$ cat config.mk
export PLATFORM = sky130hd
export DESIGN_NAME = param_bank
export DESIGN_NICKNAME = d
export VERILOG_FILES = /design/src/param_bank_pkg.sv /design/src/param_bank.sv
export SDC_FILE = /design/constraint.sdc
export NUM_CORES = 1
export LEC_CHECK = 0
export BUFFER_PORTS_ARGS = -buffer_cell sky130_fd_sc_hd__buf_2
export CAP_MARGIN = 20
export CELL_PAD_IN_SITES_DETAIL_PLACEMENT = 1
export CELL_PAD_IN_SITES_GLOBAL_PLACEMENT = 1
export CORE_MARGIN = 5
export CORE_UTILIZATION = 38
export DETAILED_ROUTE_END_ITERATION = 7
export GPL_TIMING_DRIVEN = 0
export PLACE_DENSITY_LB_ADDON = 0.2
export RECOVER_POWER = 50
export SYNTH_ARGS = -nofsm -noshare
export SYNTH_HDL_FRONTEND = slang
export SYNTH_SLANG_ARGS = --single-unit
export TNS_END_PERCENT = 10
$ cat constraint.sdc
create_clock -name clk -period 11.4 [get_ports clk]
set_clock_uncertainty 0.05 [all_clocks]
set_input_delay 1.14 -clock clk [delete_from_list [all_inputs] [get_ports clk]]
set_output_delay 1.14 -clock clk [all_outputs]
set_load 0.02 [all_outputs]
$ cat src/param_bank_pkg.sv
// Purpose: constants for the inclination sensor parameter bank
// Assumes: 16-bit parameter index used as register address
// Notes:   widths fixed; measured values arrive as plain inputs
package param_bank_pkg;
   // -----------------------------------------------------------------
   // parameter indices
   // -----------------------------------------------------------------
   localparam logic [15:0] IDX_NODE_ADDR   = 16'h2000;
   localparam logic [15:0] IDX_BIT_RATE    = 16'h2001;
   localparam logic [15:0] IDX_PROC_RESET  = 16'h2002;
   localparam logic [15:0] IDX_QUADRANT    = 16'h2040;
   localparam logic [15:0] IDX_HEATER      = 16'h2041;
   localparam logic [15:0] IDX_TEACH       = 16'h2042;
   localparam logic [15:0] IDX_ANG_FILT    = 16'h2043;
   localparam logic [15:0] IDX_ANG_METHOD  = 16'h2044;
   localparam logic [15:0] IDX_TERM        = 16'h2045;
   localparam logic [15:0] IDX_ZERO        = 16'h2046;
   localparam logic [15:0] IDX_OUT_SEL     = 16'h2047;
   localparam logic [15:0] IDX_AXIS_EN     = 16'h2048;
   localparam logic [15:0] IDX_VIB_FILT    = 16'h2049;
   localparam logic [15:0] IDX_RANGE       = 16'h204a;
   localparam logic [15:0] IDX_FACTORY     = 16'h207f;
   localparam logic [15:0] IDX_AMB_TEMP    = 16'h2080;
   localparam logic [15:0] IDX_ELEM_TEMP   = 16'h2081;
   localparam logic [15:0] IDX_HEAT_PWR    = 16'h2082;
   localparam logic [15:0] IDX_LONG16      = 16'ha000;
   localparam logic [15:0] IDX_LAT16       = 16'ha001;
   localparam logic [15:0] IDX_LONG32      = 16'ha010;
   localparam logic [15:0] IDX_LAT32       = 16'ha011;
   localparam logic [15:0] IDX_VEL_RMS     = 16'ha100;
   localparam logic [15:0] IDX_PEAK_ACC    = 16'ha101;
   localparam logic [15:0] IDX_ACC_X       = 16'ha200;
   localparam logic [15:0] IDX_ACC_Y       = 16'ha201;
   localparam logic [15:0] IDX_ACC_Z       = 16'ha202;
   // -----------------------------------------------------------------
   // reset / factory values
   // -----------------------------------------------------------------
   localparam logic [7:0]  RST_NODE_ADDR   = 8'h19;    // 25
   localparam logic [15:0] RST_BIT_RATE    = 16'h00fa; // 250 kbit/s
   localparam logic [7:0]  RST_SEL         = 8'h00;
   localparam logic [7:0]  RST_AXIS_EN     = 8'h07;
   // -----------------------------------------------------------------
   // field limits and codes
   // -----------------------------------------------------------------
   localparam logic [7:0]  MAX_QUADRANT    = 8'h02;
   localparam logic [7:0]  MAX_ON_OFF      = 8'h01;
   localparam logic [7:0]  MAX_TEACH       = 8'h02;
   localparam logic [7:0]  MAX_ANG_FILT    = 8'h04;
   localparam logic [7:0]  MAX_ANG_METHOD  = 8'h03;
   localparam logic [7:0]  MAX_OUT_SEL     = 8'h03;
   localparam logic [7:0]  MAX_VIB_FILT    = 8'h05;
   localparam logic [7:0]  MAX_RANGE       = 8'h02;
   localparam logic [7:0]  MAX_AXIS_EN     = 8'h07;
   localparam logic [7:0]  CMD_SET         = 8'h01;
   localparam logic [7:0]  CMD_CLEAR       = 8'h02;
   localparam logic [7:0]  OUT_ACC_DC      = 8'h03;
   localparam logic [7:0]  RANGE_2G        = 8'h00;
   localparam int          AXIS_X_BIT      = 2;
   localparam int          AXIS_Y_BIT      = 1;
   localparam int          AXIS_Z_BIT      = 0;
endpackage

$ cat src/param_bank.sv
// Purpose: register bank holding the sensor's parameter set
// Assumes: index-addressed register port, read data one cycle later
// Notes:   measured values are sampled from inputs on read
//
// What this block does
// RQ1: node address 8-bit RW, default 25, factory-restored
// RQ2: bit rate 16-bit read-only, default 250
// RQ3: writing 1 resets the processor core
// RQ4: quadrant correction: off, plus-minus 180, 0-360
// RQ5: teach: no change, capture relative, clear absolute
// RQ6: angle filter off or four low-pass cut-offs
// RQ7: angle method: perpendicular, Euler, two gimbal orders
// RQ8: termination resistor switch: 0 off, 1 on
// RQ9: zero set: no change, capture relative, cancel
// RQ10: output select: angles, vibration, accel without/with DC
// RQ11: accel with DC forces 2 g range
// RQ12: axis enable bits: X bit2, Y bit1, Z bit0
// RQ13: vibration filter off or five band-pass codes
// RQ14: measuring range: 2 g, 4 g, 8 g
// RQ15: writing 1 restores factory defaults
// RQ16: temperatures signed tenths, heater power milliwatts
// RQ17: angles readable as 16 and 32 bit
// RQ18: velocity, peak and axis accelerations readable
// RQ19: new address, rate active only after reset
// RQ20: zero set latches offset, subtracted from angles
// RQ21: undefined enumerated codes rejected, old kept
module param_bank
   import param_bank_pkg::*;
(
   input  wire logic        clk,
   input  wire logic        rst,
   input  wire logic [15:0] addr,
   input  wire logic [31:0] wdata,
   input  wire logic        wr,
   input  wire logic        rd,
   output logic      [31:0] rdata,
   input  wire logic        app_reset,
   input  wire logic [15:0] ambient_temp,
   input  wire logic [15:0] element_temp,
   input  wire logic [15:0] heater_power,
   input  wire logic [31:0] raw_long,
   input  wire logic [31:0] raw_lat,
   input  wire logic [31:0] velocity_rms,
   input  wire logic [31:0] peak_accel,
   input  wire logic [15:0] acc_x,
   input  wire logic [15:0] acc_y,
   input  wire logic [15:0] acc_z,
   output logic      [7:0]  active_node_addr,
   output logic      [15:0] active_bit_rate,
   output logic             core_reset,
   output logic      [1:0]  quadrant_mode,
   output logic             heater_on,
   output logic             teach_relative,
   output logic             teach_capture,
   output logic      [2:0]  angle_filter,
   output logic      [1:0]  angle_method,
   output logic             termination_on,
   output logic             zero_relative,
   output logic      [1:0]  output_select,
   output logic      [2:0]  axis_enable,
   output logic      [2:0]  vib_filter,
   output logic      [1:0]  meas_range,
   output logic      [31:0] angle_long,
   output logic      [31:0] angle_lat,
   output logic      [31:0] zero_off_long,
   output logic      [31:0] zero_off_lat
);
   // -----------------------------------------------------------------
   // stored settings
   // -----------------------------------------------------------------
   logic [7:0]  node_addr_ff;    // programmed address
   logic [7:0]  act_addr_ff;     // address in use
   logic [15:0] act_rate_ff;     // bit rate in use
   logic        core_rst_ff;     // one-cycle core reset pulse
   logic [7:0]  quad_ff;         // quadrant correction
   logic [7:0]  heat_ff;         // heater flag
   logic [7:0]  teach_ff;        // last teach command
   logic        teach_rel_ff;    // relative teach state
   logic        teach_cap_ff;    // teach capture pulse
   logic [7:0]  afilt_ff;        // angle filter
   logic [7:0]  amethod_ff;      // angle method
   logic [7:0]  term_ff;         // termination
   logic [7:0]  zero_ff;         // last zero command
   logic        zero_rel_ff;     // zero active
   logic [31:0] zoff_long_ff;    // stored longitudinal offset
   logic [31:0] zoff_lat_ff;     // stored lateral offset
   logic [7:0]  outsel_ff;       // output quantity
   logic [7:0]  axis_ff;         // vibration axes
   logic [7:0]  vfilt_ff;        // vibration filter
   logic [7:0]  range_ff;        // measuring range
   logic [31:0] ang_long_ff;     // corrected angle
   logic [31:0] ang_lat_ff;      // corrected angle
   logic [31:0] rdata_ff;        // read data register
   logic [7:0]  wb;              // low write byte
   logic        factory;         // factory restore request
   logic        wr_ok_8;         // helper: any write that is not a factory restore

   assign wb      = wdata[7:0];
   assign factory = wr && addr == IDX_FACTORY && wb == CMD_SET; // [RQ15]

   // -----------------------------------------------------------------
   // communication settings
   // -----------------------------------------------------------------
   // address stored now, copied to the active set only on a reset
   always_ff @(posedge clk or posedge rst) begin
      if (rst) begin
         node_addr_ff <= RST_NODE_ADDR;
      end else if (factory) begin
         node_addr_ff <= RST_NODE_ADDR; // [RQ1]
      end else if (wr && addr == IDX_NODE_ADDR) begin
         node_addr_ff <= wb; // [RQ1]
      end
   end

   // active address and rate follow reset events only
   always_ff @(posedge clk or posedge rst) begin
      if (rst) begin
         act_addr_ff <= RST_NODE_ADDR;
         act_rate_ff <= RST_BIT_RATE; // [RQ2]
      end else if (app_reset || core_rst_ff) begin
         act_addr_ff <= node_addr_ff; // [RQ19]
         act_rate_ff <= RST_BIT_RATE;
      end
   end

   // processor core reset pulse
   always_ff @(posedge clk or posedge rst) begin
      if (rst) begin
         core_rst_ff <= 1'b0;
      end else begin
         core_rst_ff <= wr && addr == IDX_PROC_RESET && wb == CMD_SET; // [RQ3]
      end
   end

   // -----------------------------------------------------------------
   // enumerated selections, undefined codes dropped
   // -----------------------------------------------------------------
   always_ff @(posedge clk or posedge rst) begin
      if (rst) begin
         quad_ff    <= RST_SEL;
         heat_ff    <= RST_SEL;
         afilt_ff   <= RST_SEL;
         amethod_ff <= RST_SEL;
         term_ff    <= RST_SEL;
         outsel_ff  <= RST_SEL;
         axis_ff    <= RST_AXIS_EN;
         vfilt_ff   <= RST_SEL;
         range_ff   <= RST_SEL;
      end else if (factory) begin
         quad_ff    <= RST_SEL; // [RQ15]
         heat_ff    <= RST_SEL;
         afilt_ff   <= RST_SEL;
         amethod_ff <= RST_SEL;
         term_ff    <= RST_SEL;
         outsel_ff  <= RST_SEL;
         axis_ff    <= RST_AXIS_EN;
         vfilt_ff   <= RST_SEL;
         range_ff   <= RST_SEL;
      end else if (wr) begin
         case (addr)
            IDX_QUADRANT:   if (wb <= MAX_QUADRANT)   quad_ff    <= wb; // [RQ4] [RQ21]
            IDX_HEATER:     if (wb <= MAX_ON_OFF)     heat_ff    <= wb; // [RQ21]
            IDX_ANG_FILT:   if (wb <= MAX_ANG_FILT)   afilt_ff   <= wb; // [RQ6] [RQ21]
            IDX_ANG_METHOD: if (wb <= MAX_ANG_METHOD) amethod_ff <= wb; // [RQ7] [RQ21]
            IDX_TERM:       if (wb <= MAX_ON_OFF)     term_ff    <= wb; // [RQ8] [RQ21]
            IDX_OUT_SEL: begin
               if (wb <= MAX_OUT_SEL) begin
                  outsel_ff <= wb; // [RQ10] [RQ21]
                  if (wb == OUT_ACC_DC) begin
                     range_ff <= RANGE_2G; // [RQ11]
                  end
               end
            end
            IDX_AXIS_EN:    if (wb <= MAX_AXIS_EN)    axis_ff    <= wb; // [RQ12] [RQ21]
            IDX_VIB_FILT:   if (wb <= MAX_VIB_FILT)   vfilt_ff   <= wb; // [RQ13] [RQ21]
            IDX_RANGE: begin
               // range held at 2 g while accel with DC is selected
               if (wb <= MAX_RANGE && outsel_ff != OUT_ACC_DC) begin
                  range_ff <= wb; // [RQ14] [RQ11] [RQ21]
               end
            end
            default: ;
         endcase
      end
   end

   // -----------------------------------------------------------------
   // teach command
   // -----------------------------------------------------------------
   always_ff @(posedge clk or posedge rst) begin
      if (rst) begin
         teach_ff     <= RST_SEL;
         teach_rel_ff <= 1'b0;
         teach_cap_ff <= 1'b0;
      end else begin
         teach_cap_ff <= 1'b0;
         if (factory) begin
            teach_ff     <= RST_SEL;
            teach_rel_ff <= 1'b0;
         end else if (wr && addr == IDX_TEACH && wb <= MAX_TEACH) begin
            teach_ff <= wb; // [RQ21]
            if (wb == CMD_SET) begin
               teach_rel_ff <= 1'b1; // [RQ5]
               teach_cap_ff <= 1'b1;
            end else if (wb == CMD_CLEAR) begin
               teach_rel_ff <= 1'b0; // [RQ5]
            end
         end
      end
   end

   // -----------------------------------------------------------------
   // zero point: offset captured and subtracted
   // -----------------------------------------------------------------
   always_ff @(posedge clk or posedge rst) begin
      if (rst) begin
         zero_ff      <= RST_SEL;
         zero_rel_ff  <= 1'b0;
         zoff_long_ff <= 32'h0000_0000;
         zoff_lat_ff  <= 32'h0000_0000;
      end else if (factory) begin
         zero_ff      <= RST_SEL;
         zero_rel_ff  <= 1'b0;
         zoff_long_ff <= 32'h0000_0000;
         zoff_lat_ff  <= 32'h0000_0000;
      end else if (wr && addr == IDX_ZERO && wb <= MAX_TEACH) begin
         zero_ff <= wb; // [RQ21]
         if (wb == CMD_SET) begin
            zero_rel_ff  <= 1'b1; // [RQ9]
            zoff_long_ff <= raw_long; // [RQ20]
            zoff_lat_ff  <= raw_lat;
         end else if (wb == CMD_CLEAR) begin
            zero_rel_ff  <= 1'b0; // [RQ9]
            zoff_long_ff <= 32'h0000_0000;
            zoff_lat_ff  <= 32'h0000_0000;
         end
      end
   end

   // corrected angle results
   always_ff @(posedge clk or posedge rst) begin
      if (rst) begin
         ang_long_ff <= 32'h0000_0000;
         ang_lat_ff  <= 32'h0000_0000;
      end else begin
         ang_long_ff <= raw_long - zoff_long_ff; // [RQ20]
         ang_lat_ff  <= raw_lat - zoff_lat_ff;
      end
   end

   // -----------------------------------------------------------------
   // read path, one cycle latency
   // -----------------------------------------------------------------
   always_ff @(posedge clk or posedge rst) begin
      if (rst) begin
         rdata_ff <= 32'h0000_0000;
      end else if (rd) begin
         case (addr)
            IDX_NODE_ADDR:  rdata_ff <= {24'h000000, node_addr_ff};
            IDX_BIT_RATE:   rdata_ff <= {16'h0000, RST_BIT_RATE}; // [RQ2]
            IDX_PROC_RESET: rdata_ff <= 32'h0000_0000;
            IDX_QUADRANT:   rdata_ff <= {24'h000000, quad_ff};
            IDX_HEATER:     rdata_ff <= {24'h000000, heat_ff};
            IDX_TEACH:      rdata_ff <= {24'h000000, teach_ff};
            IDX_ANG_FILT:   rdata_ff <= {24'h000000, afilt_ff};
            IDX_ANG_METHOD: rdata_ff <= {24'h000000, amethod_ff};
            IDX_TERM:       rdata_ff <= {24'h000000, term_ff};
            IDX_ZERO:       rdata_ff <= {24'h000000, zero_ff};
            IDX_OUT_SEL:    rdata_ff <= {24'h000000, outsel_ff};
            IDX_AXIS_EN:    rdata_ff <= {24'h000000, axis_ff};
            IDX_VIB_FILT:   rdata_ff <= {24'h000000, vfilt_ff};
            IDX_RANGE:      rdata_ff <= {24'h000000, range_ff};
            IDX_FACTORY:    rdata_ff <= 32'h0000_0000;
            // signed values sign-extended
            IDX_AMB_TEMP:   rdata_ff <= {{16{ambient_temp[15]}}, ambient_temp}; // [RQ16]
            IDX_ELEM_TEMP:  rdata_ff <= {{16{element_temp[15]}}, element_temp}; // [RQ16]
            IDX_HEAT_PWR:   rdata_ff <= {16'h0000, heater_power}; // [RQ16]
            IDX_LONG16:     rdata_ff <= {{16{ang_long_ff[15]}}, ang_long_ff[15:0]}; // [RQ17]
            IDX_LAT16:      rdata_ff <= {{16{ang_lat_ff[15]}}, ang_lat_ff[15:0]}; // [RQ17]
            IDX_LONG32:     rdata_ff <= ang_long_ff; // [RQ17]
            IDX_LAT32:      rdata_ff <= ang_lat_ff; // [RQ17]
            IDX_VEL_RMS:    rdata_ff <= velocity_rms; // [RQ18]
            IDX_PEAK_ACC:   rdata_ff <= peak_accel; // [RQ18]
            IDX_ACC_X:      rdata_ff <= {{16{acc_x[15]}}, acc_x}; // [RQ18]
            IDX_ACC_Y:      rdata_ff <= {{16{acc_y[15]}}, acc_y}; // [RQ18]
            IDX_ACC_Z:      rdata_ff <= {{16{acc_z[15]}}, acc_z}; // [RQ18]
            default:        rdata_ff <= 32'h0000_0000; // unmapped reads zero
         endcase
      end else begin
         rdata_ff <= 32'h0000_0000;
      end
   end

   // -----------------------------------------------------------------
   // outputs straight from flip-flops
   // -----------------------------------------------------------------
   assign rdata            = rdata_ff;
   assign active_node_addr = act_addr_ff;
   assign active_bit_rate  = act_rate_ff;
   assign core_reset       = core_rst_ff;
   assign quadrant_mode    = quad_ff[1:0];
   assign heater_on        = heat_ff[0];
   assign teach_relative   = teach_rel_ff;
   assign teach_capture    = teach_cap_ff;
   assign angle_filter     = afilt_ff[2:0];
   assign angle_method     = amethod_ff[1:0];
   assign termination_on   = term_ff[0];
   assign zero_relative    = zero_rel_ff;
   assign output_select    = outsel_ff[1:0];
   assign axis_enable      = {axis_ff[AXIS_X_BIT], axis_ff[AXIS_Y_BIT], axis_ff[AXIS_Z_BIT]};
   assign vib_filter       = vfilt_ff[2:0];
   assign meas_range       = range_ff[1:0];
   assign angle_long       = ang_long_ff;
   assign angle_lat        = ang_lat_ff;
   assign zero_off_long    = zoff_long_ff;
   assign zero_off_lat     = zoff_lat_ff;

   // -----------------------------------------------------------------
   // assertions
   // -----------------------------------------------------------------
   assign wr_ok_8 = wr && !factory;

   // settings restored, fixed rate, reset pulse
   a_addr_factory: assert property (@(posedge clk) disable iff (rst) // [RQ1]
      factory |=> node_addr_ff == RST_NODE_ADDR)
      else $error("node address not restored");
   a_rate_const: assert property (@(posedge clk) disable iff (rst) // [RQ2]
      act_rate_ff == RST_BIT_RATE)
      else $error("bit rate changed");
   a_core_pulse: assert property (@(posedge clk) disable iff (rst) // [RQ3]
      (wr && addr == IDX_PROC_RESET && wb == CMD_SET) |=> core_reset ##1 !core_reset)
      else $error("core reset pulse wrong");
   a_factory_sel: assert property (@(posedge clk) disable iff (rst) // [RQ15]
      factory |=> axis_ff == RST_AXIS_EN && quad_ff == RST_SEL && !teach_rel_ff)
      else $error("settings not restored");

   // refused codes, teach and forced range
   a_quad_reject: assert property (@(posedge clk) disable iff (rst) // [RQ21]
      (wr_ok_8 && addr == IDX_QUADRANT && wb > MAX_QUADRANT) |=> $stable(quad_ff))
      else $error("bad quadrant code accepted");
   a_teach_set: assert property (@(posedge clk) disable iff (rst) // [RQ5]
      (wr_ok_8 && addr == IDX_TEACH && wb == CMD_SET) |=> teach_relative && teach_capture)
      else $error("teach not captured");
   a_dc_range: assert property (@(posedge clk) disable iff (rst) // [RQ11]
      (wr_ok_8 && addr == IDX_OUT_SEL && wb == OUT_ACC_DC) |=> meas_range == 2'b00)
      else $error("range not forced to 2 g");
   a_range_held: assert property (@(posedge clk) disable iff (rst) // [RQ11]
      outsel_ff == OUT_ACC_DC |-> range_ff == RANGE_2G)
      else $error("range left 2 g");

   // deferred address, zero point, live reads
   a_addr_deferred: assert property (@(posedge clk) disable iff (rst) // [RQ19]
      (!app_reset && !core_rst_ff) |=> $stable(act_addr_ff))
      else $error("address changed without reset");
   a_zero_sub: assert property (@(posedge clk) disable iff (rst) // [RQ20]
      (wr_ok_8 && addr == IDX_ZERO && wb == CMD_SET) ##1 $stable(raw_long)
      |=> angle_long == 32'h0000_0000)
      else $error("zero offset not applied");
   a_zero_clear: assert property (@(posedge clk) disable iff (rst) // [RQ9]
      (wr_ok_8 && addr == IDX_ZERO && wb == CMD_CLEAR)
      |=> !zero_rel_ff && zoff_long_ff == 32'h0000_0000)
      else $error("zero point not cleared");
   a_read_temp: assert property (@(posedge clk) disable iff (rst) // [RQ16]
      (rd && addr == IDX_AMB_TEMP) |=> rdata[15:0] == $past(ambient_temp))
      else $error("temperature read wrong");

   // main scenarios reached
   c_factory:  cover property (@(posedge clk) factory);
   c_dc_sel:   cover property (@(posedge clk) outsel_ff == OUT_ACC_DC);
   c_zero_set: cover property (@(posedge clk) $rose(zero_rel_ff));
   c_reset:    cover property (@(posedge clk) core_rst_ff);
   c_teach:    cover property (@(posedge clk) teach_cap_ff);
endmodule

==> out/qor.yml <==
die:
  core_area_mm2: 0.0386
  start_util: 0.385
  die_w_um: 208
  die_area_mm2: 0.0432
  num_rows: 72
  io_pins: 484
  die_h_um: 208
sta:
  layout_setup_ws_ps: 7060
  fin_tns_setup_ps: 0
  finalCritPeriodShare: 0.381
  hold_viol: 0
  report.final.slew_viol_count: 0
  clock.fmax_mhz: 230
  setup_viol: 0
  rsz0062_at_grt: "false"
  relSlewSlack: 0.155
  tightest_slew_ps: 1260
  period_minus_slack_ps: 4340
critical_path:
  rr_worst_depth: 10
  critPathLaunch: "addr[12]"
  end_kind: "flip-flop"
  reg2reg_slack_ps: 8260
  cp_max_fo: 10
  worst_setup_path_start_kind: "primary input"
  max_stage_delay_ps: 710
  r2r_start: "zero_off_lat[3]"
  path_class: "in2reg"
  required_ps: 11810
  r2r-end: "angle_lat[27]"
  cp.arrival_ps: 4750
  path_cells: "buf_2 -> nor3b_2 -> nand2_1 -> nor2_1 -> buf_2 -> clkbuf_1 -> a22oi_1 -> a31oi_1"
  cp-endpoint: "rdata[14]"
  critPathSlowestCell: "nor2_1"
  crit_top_cell: "buf_2"
final_layout:
  fill_cells: 4593
  regArea_mm2: 0.00672
  layout.cells.non_filler: 2620
  syn_to_final_growth_pct: 27.7
  multiInputGateArea_mm2: 0.00735
  finalCoreUtilization: 0.491
  drive_above_1_share: 0.252
  final_nets: 2412
synthesis:
  synth_area_leaders: "dfrtp_1 (44%), nand2_1 (5.3%), ha_1 (5.2%), a22oi_1 (4.1%), o21ai_0 (3.8%)"
  ys_seq_area_frac: 0.452
  synth_top_cell_area_share: 0.436
  synth.avg_cell_area_um2: 9.44
  synth-main-ff-cell: "dfrtp_1"
  async_reset_ff_frac: 1.00
  synth_commonest_cells: "dfrtp_1 (259), nand2_1 (209), o21ai_0 (112)"
  syn_inst: 1575
  syn_area_mm2: 0.0149
  ys_ff_latch: 268
  synth_warnings: 0
  synth_edf_count: 0
  yosysTopAreaCell: "dfrtp_1"
  ys_types: 80
  yosys.cell_count.top_type: "dfrtp_1"
global_routing:
  grt_pass1_vias: 16061
  grt_max_degree: 128
  grt_first_pass_wirelength_um: 103000
  antenna_found_initial: 11
  overflow: 0
  grt_use_total: 0.314
clock_tree:
  clkTransAtPathRegs_ps: 60
  cts_buffers: 34
  cts_hold_buffers: 0
  cts_tree: "yes"
  clock-sinks: 268
  clock_latency_ps: 550
  clockBufferDepth: 3
  cts_resized: 0
  cts_setup_buffers: 0
  cts_max_level: 2
  clockRootBuffer: "clkbuf_16"
placement:
  place_congestion: 0.936
  port_buffers: 439
  post-dp-hpwl_um: 55800
  place_inst: 2553
  pre_cts_ws_ps: 6580
detailed_routing:
  firstDrtPassIters: 5
  drc: 0
  wl_per_cell_um: 26.9
  ant_nets: 0
  wl_um: 70500
  vias_per_cell: 5.69
  drtIter0Drc: 851
  vias: 14897
min_path:
  whs_path_depth: 2
  hold_class: "reg2reg"
pwr:
  cellPowerDensity_mw_per_mm2: 129
  ir_drop_v: 0.0000922
  leakage_nw: 8.72
  power_w: 0.00246
outcome:
  outcome: "complete, no violations"
flow_run:
  drv_cap: 0
==> worst min path at each step <==
stage	endpoint	start	slack [ps]
after floorplan	teach_ff[1]	teach_ff[1]	390
after detailed placement	zero_relative	zero_relative	420
after global placement	teach_ff[1]	teach_ff[1]	400
after global routing	zero_ff[7]	zero_ff[7]	450
after CTS	zero_relative	zero_relative	440
final	zero_relative	zero_relative	440
==> logic make-up (layout without fill, tap and decap cells) <==
| logic type | Yosys count | in the layout | synth area share |
|---|---|---|---|
| muxes | 17 | 17 | 0.0125 |
| AOI/OAI and AO/OA | 473 | 473 | 0.217 |
| adders and majority gates | 64 | 64 | 0.0549 |
| and+or+nand+nor | 515 | 515 | 0.175 |
| other | 2 | 22 | 0.000505 |
| xor gates and xnor gates | 52 | 52 | 0.0306 |
| buffers and inverters | 184 | 691 | 0.0574 |
| DFF | 268 | 268 | 0.452 |
==> layout make-up <==
cell class | instances | area share
Clock buffer | 44 | 0.0500
Sequential cell | 268 | 0.354
Antenna cell | 6 | 0.000791
Inverter | 87 | 0.0173
Multi-Input combinational cell | 1137 | 0.387
Tap cell | 518 | 0.0341
Timing Repair Buffer | 446 | 0.117
Buffer | 97 | 0.0277
Clock inverter | 17 | 0.0119
==> state kept, by name, summed over array words and instances, names as in the netlist <==
register	cells
term_ff	8
quad_ff	8
zero_relative	1
range_ff	8
active_node_addr	8
node_addr_ff	8
rdata	32
teach_ff	8
amethod_ff	8
vfilt_ff	8
angle_long	32
zero_off_lat	32
heat_ff	8
axis_ff	8
outsel_ff	8
zero_off_long	32
core_reset	1
teach_relative	1
zero_ff	8
teach_capture	1
angle_lat	32
afilt_ff	8
==> layout by cell type (no fill, tap or decap), types with 6 or more instances in the layout <==
cell       count
o21ai_0      112
nand3_1       41
nand2b_1      17
clkbuf_1     121
a22oi_1       81
inv_1         86
diode_2        6
nand4_1       10
a221oi_1      44
clkinv_2       7
buf_4         37
nand2_1      209
o211ai_1      10
clkbuf_16     35
a31oi_1       34
nor2b_1       18
nor3_1        21
dfstp_2        9
and2_1        42
and3_1        35
mux2_2        11
a211oi_1       6
conb_1        16
buf_2        383
dfrtp_1      259
xor2_1        16
nor2_1        70
ha_1          62
a22o_1        30
a21oi_1       63
a21o_1        36
o21a_1         8
xnor2_1       36
==> power by group <==
group          total (W)  internal [W]  switching, W
logic           0.000288      0.000106      0.000182
clock network    0.00116      0.000704      0.000457
registers        0.00101      0.000977     0.0000317
total            0.00246       0.00179      0.000671
==> critical path, delay by kind of cell <==
family          cells  cell delay (ps)
simple gates        3             1640
buf+inv             3             1320
compound gates      2              610
==> metal layers <==
| metal | wire length (µm) | up-vias | track usage |
|---|---|---|---|
| met5 | 37 | - | 0 |
| met2 | 34700 | 557 | 0.542 |
| met1 | 27300 | 7535 | 0.375 |
| met4 | 3260 | 6 | 0.129 |
| li1 | - | 6656 | - |
| met3 | 5200 | 143 | 0.0777 |
==> through the flow <==
step | area, µm² | hold slack [ps]
floorplan | 14900 | 390
global placement | 17800 | 401
detailed placement | 17900 | 421
CTS | 19100 | 435
global route | 19000 | 446
finish | 19000 | 436
No activity file was read; power rests on OpenSTA's default activity.
